**config.mk**
```make
export PLATFORM = sky130hd
export DESIGN_NAME = reset_standby_interrupt_ctrl
export DESIGN_NICKNAME = d
export VERILOG_FILES = /design/src/hw/rsi_ctrl_pkg.sv /design/src/hw/reset_standby_interrupt_ctrl.sv
export VERILOG_INCLUDE_DIRS = /design/src /design/src/hw
export SDC_FILE = /design/constraint.sdc
export NUM_CORES = 1
export LEC_CHECK = 0
export BUFFER_PORTS_ARGS = -buffer_cell sky130_fd_sc_hd__buf_2
export CORE_MARGIN = 2
export CORE_UTILIZATION = 56
export DETAILED_ROUTE_END_ITERATION = 12
export PLACE_DENSITY = 0.81
export SYNTH_ARGS = -nofsm -noshare
export SYNTH_HDL_FRONTEND = slang
export SYNTH_SLANG_ARGS = --single-unit
```
**constraint.sdc**
```tcl
create_clock -name sys_clk -period 7.1 [get_ports sys_clk]
set_input_delay 0.71 -clock sys_clk [delete_from_list [all_inputs] [get_ports sys_clk]]
set_output_delay 0.71 -clock sys_clk [all_outputs]
set_load 0.01 [all_outputs]
```
**src/hw/rsi_ctrl_regs.svh**
```systemverilog
// Register offsets, field positions, reset values and timing counts of the system control block.
// Functional notes
// - Reset pin low two instruction cycles enters reset
// - Release after 2^15 oscillator pulses, start page 0
// - Reset makes I/O pins inputs, clears mode registers
// - Reset clears inverted latch, inverted pins go high
// - Reset clears request flags and master enable
// - Reset zeroes counters, latches; stack level zero
// - Comparison result bit read-only, no side effects
// - Halt stops system clock, divider keeps running
// - Stop halts everything but external-event timer
// - Standby keeps flags, latches and mode registers
// - Five standby release events, two nonmaskable pins
// - Stop wake-up takes longer than halt wake-up
// - Pin falling edges and overflow set request flags
// - Fixed priority vectors to page 2 steps 0,2,4
// - Enable sets, disable clears master enable flag
// - Mask bits gate each interrupt source separately
// - Timer: 8-bit count, reload, 15-bit divider, control
// - Control low bits select count clock source
// - Low pointer selects register; only listed transfers
// - Output latches drive their pins one clock later, the inverted port complemented
// - Pin select plus channel picks one converter input
// - Interrupt service consumes one return stack level
// - Mask bits also gate standby release sources
`ifndef RSI_CTRL_REGS_SVH
`define RSI_CTRL_REGS_SVH

`define PTR_INV_OUT 4'h0
`define PTR_PULLUP_IN 4'h1
`define PTR_IO_A 4'h2
`define PTR_ANALOG 4'h3
`define PTR_IO_B 4'h4
`define PTR_IO_C 4'h5
`define PTR_CONV_CTRL 4'h8
`define PTR_CONV_HIGH 4'h9
`define PTR_TMR_COUNT 4'hA
`define PTR_TMR_RELOAD 4'hB
`define PTR_TMR_CTRL 4'hC
`define PTR_INT_MASK 4'hE
`define PTR_DIR_A 4'hF

`define NIB_RESET 4'h0
`define BYTE_RESET 8'h00

`define CC_CMP_BIT 4
`define CC_ENABLE_BIT 5
`define CC_START_BIT 3
`define CC_MODE_BIT 2
`define TC_START_BIT 3
`define TC_SRC_SYS 2'h0
`define TC_SRC_DIV7 2'h1
`define TC_SRC_DIV15 2'h2
`define TC_SRC_EXT 2'h3
`define TC_WRITE_MASK 4'hB
`define IM_WRITE_MASK 4'h7

`define VEC_PAGE 6'h02
`define VEC_STEP_PIN0 6'h00
`define VEC_STEP_PIN1 6'h02
`define VEC_STEP_TMR 6'h04
`define START_ADDR 12'h000

`define RESET_LOW_CYCLES 2'h2
`define OSC_WAIT_PULSES 32768
`define CYCLE_DIV 2'h3
`define STOP_WAKE_CYCLES 6'h20
`define DIV_TAP_7 6
`define DIV_TAP_15 14
`define STACK_LEVEL_RESET 2'h0

`endif

```
**src/hw/rsi_ctrl_pkg.sv**
```systemverilog
// Types shared by the system control block and its users.
package rsi_ctrl_pkg;

  typedef enum logic [2:0] {
    OP_OUT = 3'h0,
    OP_OUT_LATCH = 3'h1,
    OP_IN = 3'h2,
    OP_IN_LATCH = 3'h3,
    OP_TEST_BIT = 3'h4,
    OP_AND_PORT = 3'h5,
    OP_OR_PORT = 3'h6
  } io_op_t;

  typedef struct packed {
    io_op_t op;
    logic [3:0] lowPtr;
    logic [7:0] data;
    logic [1:0] bitSel;
  } io_req_t;

  typedef enum logic [5:0] {
    ST_HOLD = 6'h01,
    ST_RUN = 6'h02,
    ST_HALT = 6'h04,
    ST_STOP = 6'h08,
    ST_WAKE = 6'h10,
    ST_ENTER = 6'h20
  } sys_state_t;

  typedef struct packed {
    logic [3:0] ioAOut;
    logic [3:0] ioAOe;
    logic [3:0] ioBOut;
    logic [3:0] ioBOe;
    logic [3:0] ioCOut;
    logic [3:0] ioCOe;
  } io_pins_t;

endpackage

```
**src/hw/reset_standby_interrupt_ctrl.sv**
```systemverilog
// System control block: reset sequence, standby, interrupts, timer and port/mode registers.
`timescale 1ns/1ps
`include "rsi_ctrl_regs.svh"

module reset_standby_interrupt_ctrl #(
  parameter int OSC_WAIT = `OSC_WAIT_PULSES
) (
  // Clock and power-on reset
  input wire logic sys_clk,
  input wire logic reset,
  // Reset pin and oscillator input
  input wire logic resetPin_n,
  input wire logic oscillatorInput,
  // Core transfer port
  input wire logic ioStrobe,
  input wire rsi_ctrl_pkg::io_req_t ioReq,
  output logic [7:0] rdData_r,
  output logic rdValid_r,
  // Core control strobes
  input wire logic enableIntStrobe,
  input wire logic disableIntStrobe,
  input wire logic haltStrobe,
  input wire logic stopStrobe,
  input wire logic callPush,
  input wire logic returnPop,
  input wire logic intAck,
  // Core sequencing
  output logic cpuReset_r,
  output logic cpuClkEn_r,
  output logic pcLoad_r,
  output logic [11:0] pcLoadAddr_r,
  output logic intReq_r,
  output logic [1:0] stackLevel_r,
  // Port pins
  input wire logic [3:0] pullupIn,
  input wire logic [3:0] ioAIn,
  input wire logic [3:0] analogIn,
  input wire logic [3:0] ioBIn,
  input wire logic [3:0] ioCIn,
  output logic [3:0] invertedOutputPort_r,
  output rsi_ctrl_pkg::io_pins_t ioPins_r,
  // Converter
  input wire logic comparisonResult,
  input wire logic convDone,
  input wire logic [9:0] convResult,
  output logic [3:0] convPinSelect_r,
  output logic [3:0] convChannel_r,
  output logic [7:0] convControl_r,
  output logic [7:0] convHigh_r
);

  // ----------------------------------------------------------------
  // Instruction cycle timing
  // ----------------------------------------------------------------
  rsi_ctrl_pkg::sys_state_t state_r;
  rsi_ctrl_pkg::sys_state_t state_nxt;
  logic [1:0] cycCnt_r;
  logic [1:0] lowCnt_r;
  logic [15:0] oscCnt_r;
  logic [5:0] wakeCnt_r;
  logic oscPrev_r;
  wire cycTick = (cycCnt_r == `CYCLE_DIV);
  wire running = (state_r == rsi_ctrl_pkg::ST_RUN);
  wire inStop = (state_r == rsi_ctrl_pkg::ST_STOP) || (state_r == rsi_ctrl_pkg::ST_WAKE);
  wire inHold = (state_r == rsi_ctrl_pkg::ST_HOLD) || (state_r == rsi_ctrl_pkg::ST_ENTER);
  wire sysTick = cycTick && running;
  wire mainTick = cycTick && !inStop;
  wire oscRise = oscillatorInput && !oscPrev_r;
  wire oscDone = (oscCnt_r == 16'(OSC_WAIT - 1)) && oscRise;

  always_ff @(posedge sys_clk or posedge reset)
  begin
    if (reset)
      cycCnt_r <= 2'h0;
    else
      cycCnt_r <= cycTick ? 2'h0 : cycCnt_r + 2'h1;
  end

  // ----------------------------------------------------------------
  // Registers
  // ----------------------------------------------------------------
  logic [3:0] invLatch_r;
  logic [3:0] ioALatch_r;
  logic [3:0] ioBLatch_r;
  logic [3:0] ioCLatch_r;
  logic [3:0] dirA_r;
  logic [3:0] ioBOe_r;
  logic [3:0] ioCOe_r;
  logic [3:0] pinSel_r;
  logic [7:0] convCtrl_r;
  logic [7:0] convHigh_r_q;
  logic [7:0] tmrCount_r;
  logic [7:0] tmrReload_r;
  logic [3:0] tmrCtrl_r;
  logic [3:0] intMask_r;
  logic [14:0] divider_r;
  logic [3:0] pullPrev_r;
  logic pin0Flag_r;
  logic pin1Flag_r;
  logic tmrFlag_r;
  logic masterEnable_r;

  // ----------------------------------------------------------------
  // Transfer decode
  // ----------------------------------------------------------------
  wire rsi_ctrl_pkg::io_op_t op = ioReq.op;
  wire [3:0] ptr = ioReq.lowPtr;
  wire [3:0] wrNib = ioReq.data[3:0];
  wire [7:0] wrByte = ioReq.data;
  wire isOut = ioStrobe && sysTick && (op == rsi_ctrl_pkg::OP_OUT);
  wire isLogic = ioStrobe && sysTick && ((op == rsi_ctrl_pkg::OP_AND_PORT) || (op == rsi_ctrl_pkg::OP_OR_PORT));
  wire isRead = ioStrobe && sysTick && ((op == rsi_ctrl_pkg::OP_IN) || (op == rsi_ctrl_pkg::OP_TEST_BIT));
  wire isOutl = ioStrobe && sysTick && (op == rsi_ctrl_pkg::OP_OUT_LATCH);
  wire isInl = ioStrobe && sysTick && (op == rsi_ctrl_pkg::OP_IN_LATCH);
  wire logicPort = (ptr == `PTR_INV_OUT) || (ptr == `PTR_IO_A) || (ptr == `PTR_IO_B) || (ptr == `PTR_IO_C);
  wire [3:0] logicMask = (op == rsi_ctrl_pkg::OP_AND_PORT) ? wrNib : ~wrNib;
  wire [3:0] logicOr = (op == rsi_ctrl_pkg::OP_OR_PORT) ? wrNib : 4'h0;
  wire wrInv = (isOut && ptr == `PTR_INV_OUT) || isOutl || (isLogic && ptr == `PTR_INV_OUT);
  wire wrIoA = (isOut || isLogic) && ptr == `PTR_IO_A;
  wire wrIoB = (isOut || isLogic) && ptr == `PTR_IO_B;
  wire wrIoC = (isOut || isLogic) && ptr == `PTR_IO_C;
  wire wrPinSel = isOut && ptr == `PTR_ANALOG;
  wire wrConvCtrl = isOut && ptr == `PTR_CONV_CTRL;
  wire wrConvHigh = isOut && ptr == `PTR_CONV_HIGH;
  wire wrCount = isOut && ptr == `PTR_TMR_COUNT;
  wire wrReload = isOut && ptr == `PTR_TMR_RELOAD;
  wire wrTmrCtrl = isOut && ptr == `PTR_TMR_CTRL;
  wire wrMask = isOut && ptr == `PTR_INT_MASK;
  wire wrDir = isOut && ptr == `PTR_DIR_A;
  wire [3:0] newInv = isLogic ? ((invLatch_r & logicMask) | logicOr) : wrNib;
  wire [3:0] newIoA = isLogic ? ((ioALatch_r & logicMask) | logicOr) : wrNib;
  wire [3:0] newIoB = isLogic ? ((ioBLatch_r & logicMask) | logicOr) : wrNib;
  wire [3:0] newIoC = isLogic ? ((ioCLatch_r & logicMask) | logicOr) : wrNib;

  // Output bits read back their latch, input bits read the pin; converter pins read as zero.
  wire [3:0] ioARead = (ioALatch_r & dirA_r) | (ioAIn & ~dirA_r);
  wire [3:0] ioBRead = (ioBLatch_r & ioBOe_r) | (ioBIn & ~ioBOe_r);
  wire [3:0] ioCRead = (ioCLatch_r & ioCOe_r) | (ioCIn & ~ioCOe_r);
  // The comparison bit is sampled live and never written, so reads and writes disturb nothing.
  wire [7:0] convCtrlRead = {convCtrl_r[7:5], comparisonResult, convCtrl_r[3:0]};
  logic [7:0] readMux;
  always_comb
  begin
    case (ptr)
      `PTR_PULLUP_IN: readMux = {4'h0, pullupIn};
      `PTR_IO_A: readMux = {4'h0, ioARead};
      `PTR_ANALOG: readMux = {4'h0, analogIn & ~pinSel_r};
      `PTR_IO_B: readMux = {4'h0, ioBRead};
      `PTR_IO_C: readMux = {4'h0, ioCRead};
      `PTR_CONV_CTRL: readMux = convCtrlRead;
      `PTR_CONV_HIGH: readMux = convHigh_r_q;
      `PTR_TMR_COUNT: readMux = tmrCount_r;
      `PTR_TMR_RELOAD: readMux = tmrReload_r;
      `PTR_TMR_CTRL: readMux = {4'h0, tmrCtrl_r};
      `PTR_INT_MASK: readMux = {4'h0, intMask_r};
      `PTR_DIR_A: readMux = {4'h0, dirA_r};
      default: readMux = 8'h00;
    endcase
  end
  wire [7:0] readByte = isInl ? {4'h0, pullupIn} : readMux;
  wire [7:0] readAnswer = (op == rsi_ctrl_pkg::OP_TEST_BIT) ? {7'h00, readMux[ioReq.bitSel]} : readByte;

  // ----------------------------------------------------------------
  // Timer and divider
  // ----------------------------------------------------------------
  wire [14:0] divNext = divider_r + 15'h0001;
  wire div7Tick = mainTick && (divNext[`DIV_TAP_7:0] == 7'h00);
  wire div15Tick = mainTick && (divNext == 15'h0000);
  wire pin0Fall = pullPrev_r[0] && !pullupIn[0];
  wire pin1Fall = pullPrev_r[1] && !pullupIn[1];
  logic countTick;
  always_comb
  begin
    case (tmrCtrl_r[1:0])
      `TC_SRC_SYS: countTick = mainTick;
      `TC_SRC_DIV7: countTick = div7Tick;
      `TC_SRC_DIV15: countTick = div15Tick;
      `TC_SRC_EXT: countTick = pin1Fall;
      default: countTick = 1'b0;
    endcase
  end
  wire tmrStep = tmrCtrl_r[`TC_START_BIT] && countTick;
  wire tmrOverflow = tmrStep && (tmrCount_r == 8'hFF);

  // ----------------------------------------------------------------
  // Interrupt requests and priority
  // ----------------------------------------------------------------
  wire [2:0] flags = {tmrFlag_r, pin1Flag_r, pin0Flag_r};
  wire [2:0] pending = flags & intMask_r[2:0] & {3{masterEnable_r}};
  wire [2:0] grant = pending[0] ? 3'h1 : (pending[1] ? 3'h2 : (pending[2] ? 3'h4 : 3'h0));
  wire [5:0] vecStep = grant[0] ? `VEC_STEP_PIN0 : (grant[1] ? `VEC_STEP_PIN1 : `VEC_STEP_TMR);
  wire take = intAck && intReq_r && running;
  wire wake = !pullupIn[2] || !pullupIn[3] || (!pullupIn[0] && intMask_r[0])
              || (!pullupIn[1] && intMask_r[1]) || (tmrFlag_r && intMask_r[2]);

  // ----------------------------------------------------------------
  // Sequencer
  // ----------------------------------------------------------------
  wire pinLow = !resetPin_n;
  wire lowDone = pinLow && cycTick && (lowCnt_r == `RESET_LOW_CYCLES - 2'h1);
  always_comb
  begin
    case (state_r)
      rsi_ctrl_pkg::ST_ENTER: state_nxt = rsi_ctrl_pkg::ST_HOLD;
      rsi_ctrl_pkg::ST_HOLD: state_nxt = (!pinLow && oscDone) ? rsi_ctrl_pkg::ST_RUN : state_r;
      rsi_ctrl_pkg::ST_RUN:
        state_nxt = stopStrobe && cycTick ? rsi_ctrl_pkg::ST_STOP :
                    (haltStrobe && cycTick ? rsi_ctrl_pkg::ST_HALT : state_r);
      rsi_ctrl_pkg::ST_HALT: state_nxt = wake ? rsi_ctrl_pkg::ST_RUN : state_r;
      rsi_ctrl_pkg::ST_STOP: state_nxt = wake ? rsi_ctrl_pkg::ST_WAKE : state_r;
      rsi_ctrl_pkg::ST_WAKE: state_nxt = (wakeCnt_r == `STOP_WAKE_CYCLES) ? rsi_ctrl_pkg::ST_RUN : state_r;
      default: state_nxt = rsi_ctrl_pkg::ST_HOLD;
    endcase
  end
  // Reset request from the pin overrides every state, standby included.
  wire enterReset = lowDone && !inHold;
  wire clr = inHold;

  always_ff @(posedge sys_clk or posedge reset)
  begin
    if (reset)
    begin
      state_r <= rsi_ctrl_pkg::ST_HOLD;
      lowCnt_r <= 2'h0;
      oscCnt_r <= 16'h0000;
      wakeCnt_r <= 6'h00;
      oscPrev_r <= 1'b0;
    end
    else
    begin
      state_r <= enterReset ? rsi_ctrl_pkg::ST_ENTER : state_nxt;
      oscPrev_r <= oscillatorInput;
      if (!pinLow)
        lowCnt_r <= 2'h0;
      else if (cycTick && lowCnt_r != `RESET_LOW_CYCLES)
        lowCnt_r <= lowCnt_r + 2'h1;
      if (!inHold || pinLow)
        oscCnt_r <= 16'h0000;
      else if (oscRise)
        oscCnt_r <= oscCnt_r + 16'h0001;
      wakeCnt_r <= (state_r == rsi_ctrl_pkg::ST_WAKE) ? wakeCnt_r + 6'h01 : 6'h00;
    end
  end

  // ----------------------------------------------------------------
  // Register updates; standby takes no writes, but in halt the divider and timer still count, in stop only the timer on pin 1 edges
  // ----------------------------------------------------------------
  always_ff @(posedge sys_clk or posedge reset)
  begin
    if (reset)
    begin
      invLatch_r <= `NIB_RESET;
      ioALatch_r <= `NIB_RESET;
      ioBLatch_r <= `NIB_RESET;
      ioCLatch_r <= `NIB_RESET;
      dirA_r <= `NIB_RESET;
      ioBOe_r <= `NIB_RESET;
      ioCOe_r <= `NIB_RESET;
      pinSel_r <= `NIB_RESET;
      tmrCtrl_r <= `NIB_RESET;
      intMask_r <= `NIB_RESET;
    end
    else if (clr)
    begin
      invLatch_r <= `NIB_RESET;
      ioALatch_r <= `NIB_RESET;
      ioBLatch_r <= `NIB_RESET;
      ioCLatch_r <= `NIB_RESET;
      dirA_r <= `NIB_RESET;
      ioBOe_r <= `NIB_RESET;
      ioCOe_r <= `NIB_RESET;
      pinSel_r <= `NIB_RESET;
      tmrCtrl_r <= `NIB_RESET;
      intMask_r <= `NIB_RESET;
    end
    else
    begin
      if (wrInv) invLatch_r <= newInv;
      if (wrIoA) ioALatch_r <= newIoA;
      if (wrIoB) ioBLatch_r <= newIoB;
      if (wrIoC) ioCLatch_r <= newIoC;
      if (wrIoB && isOut) ioBOe_r <= 4'hF;
      if (wrIoC && isOut) ioCOe_r <= 4'hF;
      if (wrDir) dirA_r <= wrNib;
      if (wrPinSel) pinSel_r <= wrNib;
      if (wrTmrCtrl) tmrCtrl_r <= wrNib & `TC_WRITE_MASK;
      if (wrMask) intMask_r <= wrNib & `IM_WRITE_MASK;
    end
  end

  always_ff @(posedge sys_clk or posedge reset)
  begin
    if (reset)
    begin
      convCtrl_r <= `BYTE_RESET;
      convHigh_r_q <= `BYTE_RESET;
      tmrCount_r <= `BYTE_RESET;
      tmrReload_r <= `BYTE_RESET;
      divider_r <= 15'h0000;
    end
    else if (clr)
    begin
      convCtrl_r <= `BYTE_RESET;
      convHigh_r_q <= `BYTE_RESET;
      tmrCount_r <= `BYTE_RESET;
      tmrReload_r <= `BYTE_RESET;
      divider_r <= 15'h0000;
    end
    else
    begin
      if (wrConvCtrl)
        convCtrl_r <= wrByte & ~(8'h01 << `CC_CMP_BIT);
      else if (convDone)
      begin
        convCtrl_r[`CC_ENABLE_BIT] <= 1'b0;
        convCtrl_r[`CC_START_BIT] <= 1'b0;
        if (!convCtrl_r[`CC_MODE_BIT])
          convCtrl_r[7:6] <= convResult[1:0];
      end
      if (wrConvHigh)
        convHigh_r_q <= wrByte;
      else if (convDone && !convCtrl_r[`CC_MODE_BIT])
        convHigh_r_q <= convResult[9:2];
      if (mainTick)
        divider_r <= divNext;
      if (wrCount || tmrOverflow)
        tmrCount_r <= tmrReload_r;
      else if (tmrStep)
        tmrCount_r <= tmrCount_r + 8'h01;
      if (wrReload)
        tmrReload_r <= wrByte;
    end
  end

  // ----------------------------------------------------------------
  // Request flags, master enable and return stack level
  // ----------------------------------------------------------------
  always_ff @(posedge sys_clk or posedge reset)
  begin
    if (reset)
    begin
      pin0Flag_r <= 1'b0;
      pin1Flag_r <= 1'b0;
      tmrFlag_r <= 1'b0;
      masterEnable_r <= 1'b0;
      stackLevel_r <= `STACK_LEVEL_RESET;
      pullPrev_r <= 4'hF;
    end
    else if (clr)
    begin
      pin0Flag_r <= 1'b0;
      pin1Flag_r <= 1'b0;
      tmrFlag_r <= 1'b0;
      masterEnable_r <= 1'b0;
      stackLevel_r <= `STACK_LEVEL_RESET;
      pullPrev_r <= 4'hF;
    end
    else
    begin
      pullPrev_r <= pullupIn;
      // A new edge in the cycle of service wins over the clear.
      pin0Flag_r <= pin0Fall || (pin0Flag_r && !(take && grant[0]));
      pin1Flag_r <= pin1Fall || (pin1Flag_r && !(take && grant[1]));
      tmrFlag_r <= tmrOverflow || (tmrFlag_r && !(take && grant[2]));
      if (enableIntStrobe && sysTick)
        masterEnable_r <= 1'b1;
      else if (disableIntStrobe && sysTick)
        masterEnable_r <= 1'b0;
      if (take || (callPush && sysTick))
        stackLevel_r <= stackLevel_r + 2'h1;
      else if (returnPop && sysTick)
        stackLevel_r <= stackLevel_r - 2'h1;
    end
  end

  // ----------------------------------------------------------------
  // Registered outputs
  // ----------------------------------------------------------------
  always_ff @(posedge sys_clk or posedge reset)
  begin
    if (reset)
    begin
      rdData_r <= 8'h00;
      rdValid_r <= 1'b0;
      cpuReset_r <= 1'b1;
      cpuClkEn_r <= 1'b0;
      pcLoad_r <= 1'b0;
      pcLoadAddr_r <= `START_ADDR;
      intReq_r <= 1'b0;
      invertedOutputPort_r <= 4'hF;
      ioPins_r <= '0;
      convPinSelect_r <= 4'h0;
      convChannel_r <= 4'h0;
      convControl_r <= 8'h00;
      convHigh_r <= 8'h00;
    end
    else
    begin
      rdValid_r <= isRead || isInl;
      if (isRead || isInl)
        rdData_r <= readAnswer;
      cpuReset_r <= inHold;
      cpuClkEn_r <= (state_nxt == rsi_ctrl_pkg::ST_RUN) && !enterReset && (cycCnt_r == `CYCLE_DIV - 2'h1);
      pcLoad_r <= (state_r == rsi_ctrl_pkg::ST_HOLD && state_nxt == rsi_ctrl_pkg::ST_RUN) || take;
      pcLoadAddr_r <= take ? {`VEC_PAGE, vecStep} : `START_ADDR;
      intReq_r <= (|grant) && running && !take;
      invertedOutputPort_r <= ~invLatch_r;
      ioPins_r <= '{ioAOut: ioALatch_r, ioAOe: dirA_r, ioBOut: ioBLatch_r, ioBOe: ioBOe_r,
                    ioCOut: ioCLatch_r, ioCOe: ioCOe_r};
      convPinSelect_r <= pinSel_r;
      convChannel_r <= pinSel_r & (4'h1 << convCtrl_r[1:0]);
      convControl_r <= convCtrlRead;
      convHigh_r <= convHigh_r_q;
    end
  end

endmodule // reset_standby_interrupt_ctrl

```
==> metrics.yaml, run 1 <==
gp_congestion: 0.9812
worstRegToRegCells: 5
grt_max_degree: 112
dieArea_um2: 17080
clk_pin_slew_ns: 0.07
vias_per_cell: 5.740
die_h_um: 130.7
postCtsHoldBufs: 0
drt_first_iter_violations: 663
pwr-share-clk: 0.409
dp.cells: 1220
io_buffers: 130
fin_crit_sh: 0.4987
drt_wl_total_mm: 21.43
ant_nets: 0
hold_violations: 0
setup_viol: 0
grt_pass1_wl_mm: 34.36
drv_cap: 0
top_register: "ioPins_r"
p_sw_frac: 0.2670
drc: 0
dieWidth_um: 130.7
layout_common_cells: "dfrtp_1 (173), buf_2 (130), nand2_1 (105)"
power.switching_mw: 0.5796
status: "completed"
tns_ns: 0
cts_buffer_depth: 2
insertion_delay_ns: 0.44
largest_register_ffs: 18
layout_commonest_cell: "dfrtp_1"
final_nets: 1097
layout-drive-gt1-share: 0.1931
io_pins: 140
synthDistinctLibCells: 78
htreeDepth: 4
slew_violations: 0
pwr-share-comb: 0.085
overflow: 0
post-cts-setup-buffers: 0
std_cell_rows: 46
setup_ws_ns: 3.560
worstPathRequired_ns: 7.45
instances_no_fill: 1252
avgRoutedWirePerCell_um: 17.12
grt_usage: 0.2585
period_minus_slack_ns: 3.540
cts_buffers: 17
post-route-cell-area_um2: 10170
worstPathMaxFanout: 59
end_kind: "flip-flop"
core_area_um2: 15770
post-dp-hpwl_mm: 15.24
yosysWarningCount: 0
start_kind: "flip-flop"
tightest_slew_ns: 1.072
syn_avg_cell_area_um2: 9.704
p_leak_nw: 4.680
synthFlopType: "dfrtp_1"
synth_edf_count: 0
dpl_cell_area_um2: 9629
min_from: "invLatch_r[0]$_DFFE_PP0P_"
cts_tree: "yes"
crit_type: "reg -> reg"
synth_area_um2: 8986
syn_to_final_growth_pct: 13.23
crit_arrival_ns: 3.89
p_seq_frac: 0.505
max-slew-margin-rel: 0.2793
cts_resized: 0
whs_path_depth: 1
ys_ff_latch: 181
finalPower_mw: 2.170
fin_util: 0.6452
p_int_mw: 1.591
clock-sinks: 181
timing.hold.ws_ns: 0.3835
ys_seq_area_frac: 0.5052
fmax_mhz: 282.4
cts-root-buf: "clkbuf_16"
start_util: 0.5698
ys_async_sr_fraction: 1.000
vias: 7186
reg2reg_from: "state_r[3]$_DFF_PP0_"
grt_pass1_vias: 6784
power_density_nw_per_um2: 213.3
firstDrtPassIters: 6
r2r-end: "oscCnt_r[7]$_DFFE_PP0P_"
reg2reg_slack_ns: 3.56
holdCritPathClass: "reg -> reg"
grt_antenna_before_repair: 0
hold-path-endpoint: "invertedOutputPort_r[0]$_DFF_PP1_"
vdd_drop_max_v: 0.0001762
rsz0062_at_grt: "false"
reg_top3: "ioPins_r: 18 flops, oscCnt_r: 16 flops, divider_r: 15 flops"
fin_skew_ns: 0.007213
pre_cts_ws_ns: 3.596
netlist_instances: 926
diodes: 0
area by class of cell:
class | instances | area [µm²]
clock buffer | 17 | 425.4
clock inverter | 15 | 120.1
fill | 1290 | 5595
inverter | 37 | 143.9
multi-input combinational | 654 | 4010
sequential | 181 | 4539
tap | 216 | 270.3
timing repair buffer | 132 | 665.6
per-layer routing:
metal  up-vias  wire length, µm  GRT usage
met2       261            10310     0.4213
met1      3484             9202     0.3469
met3        40             1451    0.05212
met4         0              470    0.09262
li1       3401                -          -
met5         -                0          0
cells by family after synthesis:
logic type | after synthesis | synth area share
XOR/XNOR | 40 | 0.03899
flip-flops | 181 | 0.5052
adder cells (fa/ha/maj) | 14 | 0.01922
AO/OA/AOI/OAI | 180 | 0.1245
multiplexers | 48 | 0.06154
buffers and inverters | 99 | 0.05263
other | 1 | 0.0004173
AND/OR/NAND/NOR | 363 | 0.1976
cell usage after synthesis (all sizes together), types with 3 or more instances:
cell type	n	area share
inv	36	0.015
xnor2	16	0.016
nand4	19	0.013
mux2i	38	0.042
clkbuf	25	0.011
a211oi	10	0.0084
a21oi	68	0.039
and2	8	0.0056
nand3	26	0.014
o31ai	7	0.0074
dfstp	8	0.023
nand2	106	0.045
a22oi	6	0.0050
a31oi	7	0.0056
and3	13	0.0091
and4	6	0.0058
buf	37	0.026
nor2	101	0.042
ha	13	0.018
dfrtp	173	0.48
xor2	24	0.023
nor3	22	0.014
nand2b	10	0.0070
mux4	5	0.013
nor4	10	0.0084
o2111ai	3	0.0029
o21ai	52	0.029
nor2b	14	0.0097
nor3b	10	0.0089
mux2	5	0.0067
or3	8	0.0056
critical path: stages, from the launching register on:
cell and delay, ns:
dfrtp_1 0.50, or3_1 0.41, or3_1 0.72, inv_2 0.92, nand2_1 0.58, a21oi_1 0.26
power groups by stage:
| stage | logic (mW) | registers [mW] | clock network [mW] |
|---|---|---|---|
| final | 0.186 | 1.10 | 0.888 |
| after global routing | 0.206 | 1.10 | 0.944 |
| after CTS | 0.186 | 1.10 | 0.897 |
| after detailed placement | 0.185 | 1.12 | 0 |
| after global placement | 0.182 | 1.12 | 0 |
| after floorplan | 0.112 | 1.12 | 0 |
how the worst max path moves through the flow:
stage,start,end,slack [ns]
floorplan,reset,convChannel_r[0]$_DFF_PP0_,1.49
global placement,state_r[3]$_DFF_PP0_,oscCnt_r[7]$_DFFE_PP0P_,3.68
detailed placement,state_r[3]$_DFF_PP0_,oscCnt_r[7]$_DFFE_PP0P_,3.60
CTS,state_r[3]$_DFF_PP0_,oscCnt_r[7]$_DFFE_PP0P_,3.56
global route,state_r[2]$_DFF_PP0_,oscCnt_r[7]$_DFFE_PP0P_,3.28
finish,state_r[3]$_DFF_PP0_,oscCnt_r[7]$_DFFE_PP0P_,3.56
(Power assumes the default switching activity.)
==> inputs of run 2 (changes only) <==
==> constraint.sdc (replaced) <==
create_clock -name sys_clk -period 3.7 [get_ports sys_clk]
set_input_delay 0.37 -clock sys_clk [delete_from_list [all_inputs] [get_ports sys_clk]]
set_output_delay 0.37 -clock sys_clk [all_outputs]
set_load 0.01 [all_outputs]
==> run 2 against run 1 <==
Net effect: maximum frequency increased by 16%; sequential share of layout area decreased by 0.37 points; final area is 0.84% higher.
==> metrics.yaml, run 2 (synthesis results as in run 1) <==
grt_pass1_wl_mm: 34.64
end_kind: "flip-flop"
period_minus_slack_ns: 3.051
layout_commonest_cell: "dfrtp_1"
layout_common_cells: "dfrtp_1 (173), buf_2 (130), nand2_1 (105)"
slew_violations: 0
fmax_mhz: 327.8
reg2reg_slack_ns: 0.65
setup_viol: 0
max-slew-margin-rel: 0.3314
crit_arrival_ns: 3.38
start_util: 0.5698
worstPathMaxFanout: 13
power_density_nw_per_um2: 415.7
hold_violations: 0
drt_first_iter_violations: 660
tns_ns: 0
tightest_slew_ns: 1.003
p_leak_nw: 4.701
cp_cell_sequence: "ha_1, or4_1, a221o_2, o31ai_4, nand2_2, and3_1, o31a_1"
grt_pass1_vias: 6958
fin_crit_sh: 0.8246
fin_skew_ns: 0.007413
dpl_cell_area_um2: 9671
dieWidth_um: 130.7
worst_path_max_delay_cell: "o31ai_4"
grt_antenna_before_repair: 0
std_cell_rows: 46
fin_util: 0.6506
htreeDepth: 4
post-cts-setup-buffers: 0
core_area_um2: 15770
status: "completed"
pre_cts_ws_ns: 0.6777
cts_resized: 0
drc: 0
clk_pin_slew_ns: 0.07
top_register: "ioPins_r"
overflow: 0
dieArea_um2: 17080
largest_register_ffs: 18
cts_buffers: 17
met1Wirelength_mm: 8.925
io_pins: 140
die_h_um: 130.7
io_buffers: 130
top_layer_used: "met4"
timing.hold.ws_ns: 0.04503
syn_to_final_growth_pct: 14.17
vdd_drop_max_v: 0.0003066
vias: 7370
rsz0062_at_grt: "false"
postCtsHoldBufs: 0
holdCritPathClass: "in -> reg"
wl_met2_mm: 10.28
final_nets: 1101
route.met3.wl_mm: 1.640
avgRoutedWirePerCell_um: 17.07
setup_ws_ns: 0.6492
layout-drive-gt1-share: 0.1962
insertion_delay_ns: 0.44
grt_usage: 0.2608
vias_per_cell: 5.868
firstDrtPassIters: 5
drt_wl_total_mm: 21.44
crit_type: "reg -> reg"
grt_max_degree: 182
cts_tree: "yes"
reg_top3: "ioPins_r: 18 flops, oscCnt_r: 16 flops, divider_r: 15 flops"
drv_cap: 0
cp_slowest_stage_delay_ns: 0.57
cts-root-buf: "clkbuf_16"
cts_buffer_depth: 2
diodes: 0
post-dp-hpwl_mm: 15.07
gp_congestion: 0.9774
post-route-cell-area_um2: 10260
ant_nets: 0
clock-sinks: 181
worstPathRequired_ns: 4.03
start_kind: "flip-flop"
[run 2: report_power, final]
part	total, mW	switching [mW]	leakage, nW	internal [mW]
Combinational	0.364	0.245	1.95	0.119
Clock	1.79	0.839	0.273	0.956
Sequential	2.11	0.0449	2.48	2.06
[run 2: path summary, 6_finish.rpt]
check                                                from                           endpoint  cells after the start
worst min register to register  invLatch_r[2]$_DFFE_PP0P_  invertedOutputPort_r[2]$_DFF_PP1_                      1
max in group asynchronous                           reset          pcLoadAddr_r[2]$_DFF_PP0_                      3
worst max register to register   divider_r[0]$_DFFE_PP0P_          tmrCount_r[0]$_DFFE_PP0P_                      7
worst max-delay path             divider_r[0]$_DFFE_PP0P_          tmrCount_r[0]$_DFFE_PP0P_                      7
min in group asynchronous                           reset           divider_r[5]$_DFFE_PP0P_                      3
worst min-delay path                      oscillatorInput                oscPrev_r$_DFF_PP0_                      1
[run 2: worst max-delay path, delay by kind of cell, from the launching register on]
kind | cells | cell delay [ns]
DFF | 1 | 0.46
AOI/OAI and AO/OA | 3 | 1.24
and+or+nand+nor | 3 | 0.92
adders and majority gates | 1 | 0.31
[run 2: cell type report]
type	instances	area [µm²]
fill	1247	5510
sequential	181	4539
multi-input combinational	654	4010
timing repair buffer	136	708.2
clock buffer	17	425.4
tap	216	270.3
clock inverter	15	163.9
inverter	37	142.6
[run 2: metrics by stage]
stage,power [mW],std cells
after global placement,2.497,1224
after detailed placement,2.503,1224
after floorplan,2.364,934
after global routing,4.418,1256
after CTS,4.289,1256
final,4.265,1256
[run 2: per-layer routing]
layer | global-route usage | up-vias
li1 | - | 3414
met2 | 0.4305 | 345
met1 | 0.3451 | 3553
met3 | 0.05863 | 58
met4 | 0.08511 | 0
met5 | 0 | -
==> inputs of run 3 (changes only) <==
--- a/config.mk
+++ b/config.mk
@@ -8,9 +8,9 @@
 export LEC_CHECK = 0
 export BUFFER_PORTS_ARGS = -buffer_cell sky130_fd_sc_hd__buf_2
 export CORE_MARGIN = 2
-export CORE_UTILIZATION = 56
+export CORE_UTILIZATION = 52
 export DETAILED_ROUTE_END_ITERATION = 12
-export PLACE_DENSITY = 0.81
+export PLACE_DENSITY = 0.79
 export SYNTH_ARGS = -nofsm -noshare
 export SYNTH_HDL_FRONTEND = slang
 export SYNTH_SLANG_ARGS = --single-unit
==> constraint.sdc (replaced) <==
create_clock -name sys_clk -period 2.8 [get_ports sys_clk]
set_input_delay 0.28 -clock sys_clk [delete_from_list [all_inputs] [get_ports sys_clk]]
set_output_delay 0.28 -clock sys_clk [all_outputs]
set_load 0.01 [all_outputs]
==> run 3 against run 2 <==
Net effect: routed wire length is 6.4% higher; via count grew 1.7%; count of clock-buffer cells in the layout up 1; final area increased by 3.2%; clock power rose by 36%; hold slack better by 0.021 ns; largest cell class unchanged; register-to-register slack worse by 0.54 ns; setup slack got worse by 0.54 ns; power grew 35%; first-iteration DRC count fell by 1.7%.
==> metrics.yaml, run 3 (synthesis results as in run 1) <==
status: "completed"
gp_congestion: 0.9246
insertion_delay_ns: 0.44
post-dp-hpwl_mm: 16.50
end_kind: "flip-flop"
p_int_mw: 4.204
instances_no_fill: 1298
std_cell_rows: 48
crit_arrival_ns: 3.03
ant_nets: 0
rsz0062_at_grt: "false"
final_nets: 1134
r2r-end: "tmrCount_r[4]$_DFFE_PP0P_"
drv_cap: 0
firstDrtPassIters: 5
reg2reg_from: "divider_r[0]$_DFFE_PP0P_"
grt_max_degree: 59
vias: 7496
dp.cells: 1260
pwr-share-clk: 0.425
pre_cts_ws_ns: -0.05855
hold_violations: 0
holdCritPathClass: "in -> reg"
drt_first_iter_violations: 649
hold-path-endpoint: "lowCnt_r[0]$_DFFE_PP0P_"
clk_pin_slew_ns: 0.07
fmax_mhz: 371.5
drc: 0
reg_top3: "ioPins_r: 18 flops, oscCnt_r: 16 flops, divider_r: 15 flops"
crit_type: "reg -> reg"
syn_to_final_growth_pct: 17.81
whs_path_depth: 2
grt_antenna_before_repair: 0
setup_viol: 0
die_h_um: 135.5
p_seq_frac: 0.484
min_from: "resetPin_n"
grt_pass1_wl_mm: 36.58
power.switching_mw: 1.542
vdd_drop_max_v: 0.0004079
largest_register_ffs: 18
htreeDepth: 4
layout_commonest_cell: "dfrtp_1"
overflow: 0
start_util: 0.5250
cts_buffers: 17
layout_common_cells: "dfrtp_1 (173), buf_2 (130), nand2_1 (105)"
dieArea_um2: 18350
cts-root-buf: "clkbuf_16"
period_minus_slack_ns: 2.692
p_sw_frac: 0.2684
clock-sinks: 181
io_buffers: 130
worstPathMaxFanout: 9
cts_tree: "yes"
worstRegToRegCells: 9
pwr-share-comb: 0.091
io_pins: 140
reg2reg_slack_ns: 0.11
top_register: "ioPins_r"
start_kind: "flip-flop"
slew_violations: 0
tightest_slew_ns: 0.6476
avgRoutedWirePerCell_um: 17.57
power_density_nw_per_um2: 542.8
cts_buffer_depth: 2
setup_ws_ns: 0.1080
dieWidth_um: 135.5
finalPower_mw: 5.747
layout-drive-gt1-share: 0.2190
grt_pass1_vias: 7265
diodes: 0
grt_usage: 0.2553
vias_per_cell: 5.775
fin_skew_ns: 0.007674
timing.hold.ws_ns: 0.06575
drt_wl_total_mm: 22.81
max-slew-margin-rel: 0.5643
worstPathRequired_ns: 3.14
p_leak_nw: 4.903
fin_crit_sh: 0.9614
core_area_um2: 17120
-- run 3: cell count changes in the layout (fill, tap and decap cells not counted), sizes merged --
cell         change
buf             +30
clkinvlp         -4
dlygate4sd3      +3
inv              +2
clkbuf           +1
clkinv           +1
-- run 3: layout make-up --
type | count | area, µm²
Clock buffer | 18 | 439.2
Clock inverter | 14 | 157.7
Fill cell | 1410 | 6530
Inverter | 37 | 142.6
Multi-Input combinational cell | 654 | 4025
Sequential cell | 181 | 4539
Tap cell | 225 | 281.5
Timing Repair Buffer | 169 | 1001
-- run 3: worst max-delay path by stage --
stage / startpoint / end / slack (ns)
2_1_floorplan: divider_r[0]$_DFFE_PP0P_ / tmrCount_r[0]$_DFFE_PP0P_ / 0.17
3_3_place_gp: divider_r[0]$_DFFE_PP0P_ / tmrCount_r[0]$_DFFE_PP0P_ / -0.007
3_5_place_dp: divider_r[0]$_DFFE_PP0P_ / tmrCount_r[0]$_DFFE_PP0P_ / -0.06
4_1_cts: state_r[1]$_DFF_PP0_ / tmrCount_r[6]$_DFFE_PP0P_ / 0.12
5_1_grt: divider_r[0]$_DFFE_PP0P_ / tmrCount_r[4]$_DFFE_PP0P_ / 0.03
6_report: divider_r[0]$_DFFE_PP0P_ / tmrCount_r[4]$_DFFE_PP0P_ / 0.11
-- run 3: worst max-delay path, stage by stage, from the launching register on --
cell,delay (ns)
dfrtp_1,0.38
ha_1,0.23
or4_1,0.52
a221o_2,0.41
o221a_4,0.26
o31ai_4,0.07
buf_4,0.22
nand4_1,0.12
mux2i_1,0.15
nor4_1,0.23
-- run 3: power groups by stage --
stage               logic [mW]  registers [mW]  clock network, mW
detailed placement       0.516            2.83                  0
global route             0.570            2.79               2.57
CTS                      0.524            2.78               2.47
global placement         0.506            2.83                  0
floorplan                0.284            2.84                  0
finish                   0.521            2.78               2.44
-- run 3: what timing repair did --
action | CTS | global route
setup buffers | 3 | 0
pin swaps | 1 | 0
gates resized for setup | 0 | 2
endpoints found under the hold margin | 21 | 0
hold buffers | 3 | 0
endpoints found under the setup margin | 2 | 7
-- run 3: per-layer routing --
metal	global-route usage	wire length, µm	vias to the layer above
li1	-	-	3477
met1	0.3286	9526	3626
met2	0.4337	11220	342
met3	0.04078	1489	51
met4	0.1019	574	0
met5	0	0	-
-- run 3: through the flow --
stage	util	setup TNS (ns)	area (µm²)
6_report	0.6185	0	10590
5_1_grt	0.6185	0	10590
4_1_cts	0.6176	0	10570
3_5_place_dp	0.5797	-0.08339	9922
3_3_place_gp	0.5797	-0.006699	9922
2_1_floorplan	-	0	9020
